### config.mk
export PLATFORM = sky130hd
export DESIGN_NAME = subtract_w_datapath
export DESIGN_NICKNAME = d
export VERILOG_FILES = /design/src/common/sub_pkg.sv /design/src/logic/subtract_w_datapath.sv /design/src/logic/sub_core.sv
export SDC_FILE = /design/constraint.sdc
export NUM_CORES = 1
export LEC_CHECK = 0
export BUFFER_PORTS_ARGS = -buffer_cell sky130_fd_sc_hd__buf_4
export CORE_ASPECT_RATIO = 0.8
export CORE_MARGIN = 3
export CORE_UTILIZATION = 50
export CTS_CLUSTER_DIAMETER = 80
export CTS_CLUSTER_SIZE = 40
export DETAILED_ROUTE_END_ITERATION = 7
export PLACE_DENSITY = 0.82
export SLEW_MARGIN = 20
export SYNTH_ARGS = -nofsm -noshare
export SYNTH_HDL_FRONTEND = slang
export SYNTH_HIERARCHICAL = 1
export SYNTH_SLANG_ARGS = --single-unit
### constraint.sdc
create_clock -name core_clk -period 1.49 [get_ports core_clk]
set_input_delay 0.2235 -clock core_clk [delete_from_list [all_inputs] [get_ports core_clk]]
set_output_delay 0.2235 -clock core_clk [all_outputs]
set_load 0.005 [all_outputs]
### src/common/sub_pkg.sv
/*
 * Constants for the subtract datapath: operand widths, flag positions,
 * opcode fields and reset values.
 * Assumes an 8-bit core with a 16-bit instruction word.
 */
package sub_pkg;
    localparam int DATA_W     = 8;
    localparam int ADDR_W     = 8;
    localparam int BANK_W     = 4;
    localparam int FILE_ADR_W = 12;
    localparam int INSN_W     = 16;
    // Flag vector positions
    localparam int FLAG_C     = 0;
    localparam int FLAG_DC    = 1;
    localparam int FLAG_Z     = 2;
    localparam int FLAG_OV    = 3;
    localparam int FLAG_N     = 4;
    localparam int FLAG_W     = 5;
    // Instruction fields
    localparam int POS_D      = 9;
    localparam int POS_A      = 8;
    localparam logic [7:0] OPC_LIT  = 8'h08;
    localparam logic [5:0] OPC_FILE = 6'h17;
    // Access bank split: low addresses map to bank 0, the rest to bank F
    localparam logic [7:0] ACC_SPLIT = 8'h60;
    localparam logic [3:0] ACC_HI_BANK = 4'hF;
    localparam logic [3:0] ACC_LO_BANK = 4'h0;
    localparam logic [7:0] ACC_RESET   = 8'h00;
    localparam logic [4:0] FLAGS_RESET = 5'h00;
endpackage

### src/logic/subtract_w_datapath.sv
/*
 * Subtract datapath for the literal and file-register subtract
 * instructions, one instruction per enabled clock.
 * Assumes the file register contents arrive on file_rdata in the same
 * cycle as the address, and that the file write is taken on file_we.
 */
`timescale 1ns/100ps
// What this block does
// - File subtract gives addressed register minus accumulator, two's complement.
// - Destination bit 0 writes the accumulator, 1 writes the file register.
// - Access bit clear uses access bank; set uses bank select pointer.
// - Operands decode as 8-bit address, destination bit and access bit.
// - Negative underflow clears carry; else carry is set. Negative copies result bit 7.
module subtract_w_datapath (
    input  wire logic                           core_clk,
    input  wire logic                           nrst,
    input  wire logic                           insn_valid,
    input  wire logic [sub_pkg::INSN_W-1:0]     insn,
    input  wire logic [sub_pkg::BANK_W-1:0]     bank_select_pointer,
    output logic      [sub_pkg::FILE_ADR_W-1:0] file_addr,
    input  wire logic [sub_pkg::DATA_W-1:0]     file_rdata,
    output logic                                file_we,
    output logic      [sub_pkg::DATA_W-1:0]     file_wdata,
    output logic      [sub_pkg::DATA_W-1:0]     acc,
    output logic                                carry_flag,
    output logic                                digit_carry_flag,
    output logic                                zero_flag,
    output logic                                overflow_flag,
    output logic                                negative_flag,
    output logic                                insn_done
);
    import sub_pkg::*;

    typedef struct packed {
        logic [DATA_W-1:0] acc;
        logic [4:0]        flags;
        logic              we;
        logic [DATA_W-1:0] wdata;
        logic              done;
    } state_s;

    state_s state;
    state_s next_state;
    logic              is_lit;
    logic              is_file;
    logic              dest_file;
    logic              access_bsr;
    logic [ADDR_W-1:0] reg_addr;
    logic [DATA_W-1:0] minuend;
    logic [DATA_W-1:0] diff;
    logic [FLAG_W-1:0] core_flags;
    logic              srst_n;
    logic [1:0]        rst_sync;

    // Opcode match on the top byte
    function automatic logic op_is_lit(input logic [INSN_W-1:0] word);
        return word[15:8] == OPC_LIT;
    endfunction

    // Opcode match on the top six bits
    function automatic logic op_is_file(input logic [INSN_W-1:0] word);
        return word[15:10] == OPC_FILE;
    endfunction

    // Access bank split keeps low addresses in bank 0
    function automatic logic [FILE_ADR_W-1:0] map_addr(
        input logic              banked,
        input logic [BANK_W-1:0] bank,
        input logic [ADDR_W-1:0] addr
    );
        logic [FILE_ADR_W-1:0] full;
        if (banked) begin
            full = {bank, addr};
        end else if (addr < ACC_SPLIT) begin
            full = {ACC_LO_BANK, addr};
        end else begin
            full = {ACC_HI_BANK, addr};
        end
        return full;
    endfunction

    // Reset release through two flops; async assert
    // Kept apart from the state struct: it is the only async-on-pin flop
    always_ff @(posedge core_clk or negedge nrst) begin
        if (!nrst) begin
            rst_sync <= 2'h0;
        end else begin
            rst_sync <= {rst_sync[0], 1'b1};
        end
    end
    assign srst_n = rst_sync[1];

    always_comb begin
        is_lit     = op_is_lit(insn);
        is_file    = op_is_file(insn);
        dest_file  = insn[POS_D];
        access_bsr = insn[POS_A];
        reg_addr   = insn[ADDR_W-1:0];
        // Access bank: addresses below 0x60 to bank 0, the rest to bank F
        file_addr  = map_addr(access_bsr, bank_select_pointer,
                              reg_addr);
        minuend = is_lit ? insn[DATA_W-1:0] : file_rdata;
    end

    sub_core u_core (
        .minuend    (minuend),
        .subtrahend (state.acc),
        .diff       (diff),
        .flags      (core_flags)
    );

    always_comb begin
        next_state          = state;
        next_state.we       = 1'b0;
        next_state.done     = 1'b0;
        if (insn_valid && (is_lit || is_file)) begin
            // Carry is not-borrow: clear only on negative underflow
            next_state.flags = core_flags[4:0];
            next_state.done  = 1'b1;
            if (is_file && dest_file) begin
                next_state.we    = 1'b1;
                next_state.wdata = diff;
            end else begin
                next_state.acc = diff;
            end
        end
    end

    always_ff @(posedge core_clk or negedge srst_n) begin
        if (!srst_n) begin
            state.acc   <= ACC_RESET;
            state.flags <= FLAGS_RESET;
            state.we    <= 1'b0;
            state.wdata <= 8'h00;
            state.done  <= 1'b0;
        end else begin
            state.acc   <= next_state.acc;
            state.flags <= next_state.flags;
            state.we    <= next_state.we;
            state.wdata <= next_state.wdata;
            state.done  <= next_state.done;
        end
    end

    assign acc              = state.acc;
    assign file_we          = state.we;
    assign file_wdata       = state.wdata;
    assign carry_flag       = state.flags[FLAG_C];
    assign digit_carry_flag = state.flags[FLAG_DC];
    assign zero_flag        = state.flags[FLAG_Z];
    assign overflow_flag    = state.flags[FLAG_OV];
    assign negative_flag    = state.flags[FLAG_N];
    assign insn_done        = state.done;
endmodule // subtract_w_datapath

### src/logic/sub_core.sv
/*
 * Core of the subtract datapath: 8-bit a minus b with all five flags.
 * Assumes purely combinational use by the datapath above it.
 */
`timescale 1ns/100ps
module sub_core (
    input  wire logic [sub_pkg::DATA_W-1:0] minuend,
    input  wire logic [sub_pkg::DATA_W-1:0] subtrahend,
    output logic      [sub_pkg::DATA_W-1:0] diff,
    output logic      [sub_pkg::FLAG_W-1:0] flags
);
    import sub_pkg::*;
    logic [DATA_W:0] wide;
    logic [4:0]      low;
    always_comb begin
        // Two's complement: a + ~b + 1, carry out is not-borrow
        wide = {1'b0, minuend} + {1'b0, ~subtrahend} + 9'h001;
        low  = {1'b0, minuend[3:0]} + {1'b0, ~subtrahend[3:0]} + 5'h01;
        diff = wide[DATA_W-1:0];
        flags = '0;
        flags[FLAG_C]  = wide[DATA_W];
        flags[FLAG_DC] = low[4];
        flags[FLAG_Z]  = (wide[DATA_W-1:0] == 8'h00);
        flags[FLAG_N]  = wide[DATA_W-1];
        flags[FLAG_OV] = (minuend[DATA_W-1] != subtrahend[DATA_W-1])
                      && (wide[DATA_W-1] != minuend[DATA_W-1]);
    end
endmodule // sub_core

==> flow_summary.yaml, run 1 <==
run_status:
  status: "stopped before the end"
  stop_stage: "5_1_grt"
  error: "[ERROR GRT-0232] Routing congestion too high. Check the congestion heatmap in the GUI."
grt:
  grt-ovfl-total: 52
  grt_max_degree: 15
  track_usage_pct: 74.0
synthesis:
  syn_area_um2: 1710
  ys_ff_latch: 25
  syn_nets: 208
  synth_edf_count: 0
  synthArstFlopShare_pct: 100
  ys_seq_area_share_pct: 36.5
  ys_types: 43
  synth_warnings: 6
  synth_ff_type: "dfrtp_1"
  avgSynthCellArea_um2: 10.2
  syn_inst: 168
floorplan:
  num_io_pins: 66
  rows: 18
  fp.dieH_um: 58.4
  initial_core_util_pct: 53.9
  die_x_um: 71.4
timing:
  worstEndpointGrtRepair: "zero_flag$_DFFE_PN0P_/D"
  endpoint_type: "register data pin"
placed_design:
  portBuffers: 65
  place_congestion: 0.859
  detailed_place_hpwl_mm: 4.10
  pre_cts_slack_ns: -1.50
  post-place-cells: 305
clocking:
  root_buffer: "clkbuf_8"
  cts.sinks: 25
  clock_path_buffers: 2
  htree_levels: 1
  numCtsBuffers: 3
[per-layer routing]
layer  GRT overflow  track usage, %
met1              0            75.6
met5              0            12.3
met4             25            80.7
met2             27            90.8
met3              0            53.8
[through the flow]
step                      cell area (µm²)  hold WS, ns  setup TNS [ns]  util (%)
after CTS                            2960        0.173          -16.28      93.1
after floorplan                      1770      -0.0721          -18.46         -
after detailed placement             2540      0.00749          -23.56      80.1
after global placement               2540      0.00607          -21.55      80.1
[Yosys cell counts, types with 3 or more instances]
master / count / area [µm²]
dfrtp_1: 25 / 626
mux2_2: 23 / 259
inv_1: 17 / 63.8
buf_4: 10 / 75.1
nand2_1: 9 / 33.8
o21ai_0: 9 / 45.0
ha_1: 8 / 100
a21oi_1: 7 / 35.0
nor2_1: 7 / 26.3
o22ai_1: 5 / 31.3
nand2b_1: 4 / 25.0
nor2b_1: 4 / 25.0
nand3_1: 3 / 15.0
nor3b_1: 3 / 22.5
[cell families after synthesis]
kind of cell,Yosys count,share of synthesized area (%)
compound gates,33,13.1
xor+xnor,1,0.511
fa+ha+maj,9,7.01
buf+inv,29,8.62
flops,25,36.5
mux,27,17.6
other cells,1,0.219
simple gates,43,16.4
[timing repair]
action / 4_1_cts
resized for setup: 62
setup buffers: 15
setup endpoints to repair: 21
hold buffers: 1
cloned: 0
pin swaps: 18
endpoints found under the hold margin: 2
==> run 2, diff against run 1 <==
--- a/config.mk
+++ b/config.mk
@@ -6,13 +6,10 @@
 export NUM_CORES = 1
 export LEC_CHECK = 0
 export BUFFER_PORTS_ARGS = -buffer_cell sky130_fd_sc_hd__buf_4
-export CORE_ASPECT_RATIO = 0.8
 export CORE_MARGIN = 3
-export CORE_UTILIZATION = 50
-export CTS_CLUSTER_DIAMETER = 80
-export CTS_CLUSTER_SIZE = 40
+export CORE_UTILIZATION = 35
 export DETAILED_ROUTE_END_ITERATION = 7
-export PLACE_DENSITY = 0.82
+export PLACE_DENSITY_LB_ADDON = 0.15
 export SLEW_MARGIN = 20
 export SYNTH_ARGS = -nofsm -noshare
 export SYNTH_HDL_FRONTEND = slang
==> run 2 against run 1 <==
The flow now finishes, with violations (negative setup slack). Synthesized cell count is the same. Area after synthesis is the same.
==> flow_summary.yaml, run 2 <==
worst_setup_path:
  cp-end-kind: "flop"
  cp.arrival_ns: 2.72
  critPathBufInv: 1
  cp-startpoint: "insn[13]"
  startpoint_type: "primary input"
  endpoint: "zero_flag"
  cp_common_cell: "nand2_4"
  r2r_end: "zero_flag"
  cp_top_family: "simple AND/OR/NAND/NOR gates"
  cp_slowest_cell: "or4_4"
  worst-path-max-fanout: 8
  reg2reg_from: "acc[0]"
  crit_chain: "buf_6, nor4b_4, nand2_4, mux2_4, ha_4, nand2_4, a211oi_4, mux2i_1, or4_4, nor4_2, nand2_1, o22ai_1"
  critPathKind: "primary input to flop"
  reg2regPathDepth: 9
  max_stage_delay_ns: 0.46
  worstPathRequired_ns: 1.67
  rrSetupSlack_ns: -0.66
  crit_cells: 12
cells_and_area:
  area_growth_pct: 73.5
  nets: 317
  regArea_um2: 626
  final_common_cell: "buf_4"
  diodes: 0
  nFillCells: 378
  mostFrequentLayoutCells: "105 x buf_4, 25 x dfrtp_1, 14 x inv_1"
  drive_above_1_share_pct: 66.7
  multi_input_area_um2: 1220
floorplan:
  core_um2: 4530
  die_x_um: 76.0
  rows: 24
  initial_core_util_pct: 37.8
  fp.dieArea_um2: 5770
  fp.dieH_um: 76.0
  num_io_pins: 66
clocking:
  htree_levels: 1
  cts_tree: "yes"
  clock_latency_ns: 0.26
  numCtsBuffers: 3
  clock_path_buffers: 2
  path_clk_slew_ns: 0.08
  cts.sinks: 25
  root_buffer: "clkbuf_8"
grt:
  antenna_found_initial: 0
  grt_max_degree: 17
  grt_pass1_wl_mm: 7.98
  grt-ovfl-total: 0
  track_usage_pct: 16.2
  grt_pass1_vias: 1624
synthesis:
  ys_ff_latch: 25
  synth_edf_count: 0
  syn_inst: 168
  synth_ff_type: "dfrtp_1"
  ys_seq_area_share_pct: 36.5
  synth_warnings: 6
  synth_top_area_share_pct: 36.5
  syn_area_um2: 1710
  ys_types: 43
  synth_area_leader_cell: "dfrtp_1"
  synthTopCellsByArea: "dfrtp_1 37%, mux2_2 15%, ha_1 5.8%"
  yosys-top-cells-count: "25 x dfrtp_1, 23 x mux2_2, 17 x inv_1"
  avgSynthCellArea_um2: 10.2
  syn_nets: 208
  yosys.cell_count.top_type: "dfrtp_1"
  synthArstFlopShare_pct: 100
detailed_routing:
  drt_iter0_markers: 53
  routed-via-count: 1611
  drc: 0
  detail_route.wirelength_mm: 4.69
  wire_per_inst_um: 13.8
  drtAntennaViolNets: 0
  routed_via_density: 4.72
  dr.pass1.iters: 4
timing:
  timing.final.crit_period_ns: 2.53
  holdWs_ns: 0.124
  max_freq_mhz: 395
  slew_violations: 0
  fin_crit_sh_pct: 170
  finClkSkew_ns: 0.00414
  rsz0062_at_grt: "yes"
  setup_violations: 21
  final_hold_viol_count: 0
  setup_ws_ns: -1.04
placed_design:
  portBuffers: 65
  detailed_place_hpwl_mm: 3.44
  place_congestion: 0.766
  pre_cts_slack_ns: -1.49
run_status:
  status: "complete, but fails checks"
  violations: "negative setup slack"
power:
  leakage_nw: 1.46
  powerDensity_nw_per_um2: 890
  ir_worst_vdd_uv: 723
min_path:
  hold_class: "flop to asynchronous set/reset pin"
flow_run:
  maxCapViolations: 0
-- run 2: cell counts after synthesis --
Identical to the previous run, type by type.
-- run 2: stage by stage --
step	TNS [ns]	total power, W	area, µm²	cells	utilization (%)
6_report	-14.86	0.00264	2970	341	65.5
2_1_floorplan	-18.46	0.00138	1770	168	-
5_1_grt	-16.85	0.00282	2970	341	65.5
3_5_place_dp	-22.67	0.00192	2590	329	57.2
3_3_place_gp	-22.19	0.00191	2590	329	57.2
4_1_cts	-14.50	0.00258	2920	339	64.4
-- run 2: worst reg2reg max path: stages (launching register included) --
cell and delay [ns]:
dfrtp_1 0.43, ha_4 0.19, buf_4 0.12, nand2b_4 0.15, a211oi_4 0.24, mux2i_1 0.11
or4_4 0.46, nor4_2 0.15, nand2_1 0.08, o22ai_1 0.15
-- run 2: what timing repair did --
action / 4_1_cts / 5_1_grt
setup endpoints to repair: 21 / 21
hold buffers: 1 / 0
resized for setup: 50 / 10
setup buffers: 8 / 2
pin swaps: 13 / 2
endpoints found under the hold margin: 2 / 0
-- run 2: cell type report --
type	count	share of cell area, %
Multi-Input combinational cell	114	41.2
Clock buffer	4	1.52
Tap cell	65	2.74
Timing Repair Buffer	116	31.4
Inverter	17	2.15
Sequential cell	25	21.1
-- run 2: routing by layer --
metal	GRT usage (%)	up-vias	wire length, µm
li1	-	805	-
met1	23.9	758	2260
met2	25.1	44	2170
met3	2.61	4	226
met4	3.26	0	36
met5	0	-	0
-- run 2: how the worst min path moves through the flow --
stage                start             to  slack, ns  depth (start not counted)
3_3_place_gp          nrst    rst_sync[0]      0.007                          1
6_report       rst_sync[1]         acc[0]       0.12                          0
3_5_place_dp          nrst    rst_sync[0]      0.009                          1
2_1_floorplan         nrst    rst_sync[0]      -0.07                          0
4_1_cts        rst_sync[1]  file_wdata[0]       0.13                          0
5_1_grt        rst_sync[1]  file_wdata[0]       0.15                          0
-- run 2: cell families (layout without fill, tap and decap cells) --
logic type,after synthesis,in the layout,synth area share (%)
buf+inv,29,137,8.62
other cells,1,1,0.219
mux,27,27,17.6
simple gates,43,43,16.4
compound gates,33,33,13.1
fa+ha+maj,9,9,7.01
xor+xnor,1,1,0.511
flops,25,25,36.5
-- run 2: where the power goes --
group	total [W]	leakage (nW)	switching [W]	internal (W)
Sequential	0.000813	0.334	0.0000525	0.000761
Clock	0.000385	0.0228	0.000194	0.000190
Combinational	0.00145	1.10	0.000615	0.000830
Total	0.00264	1.46	0.000862	0.00178
(Power assumes the default switching activity.)
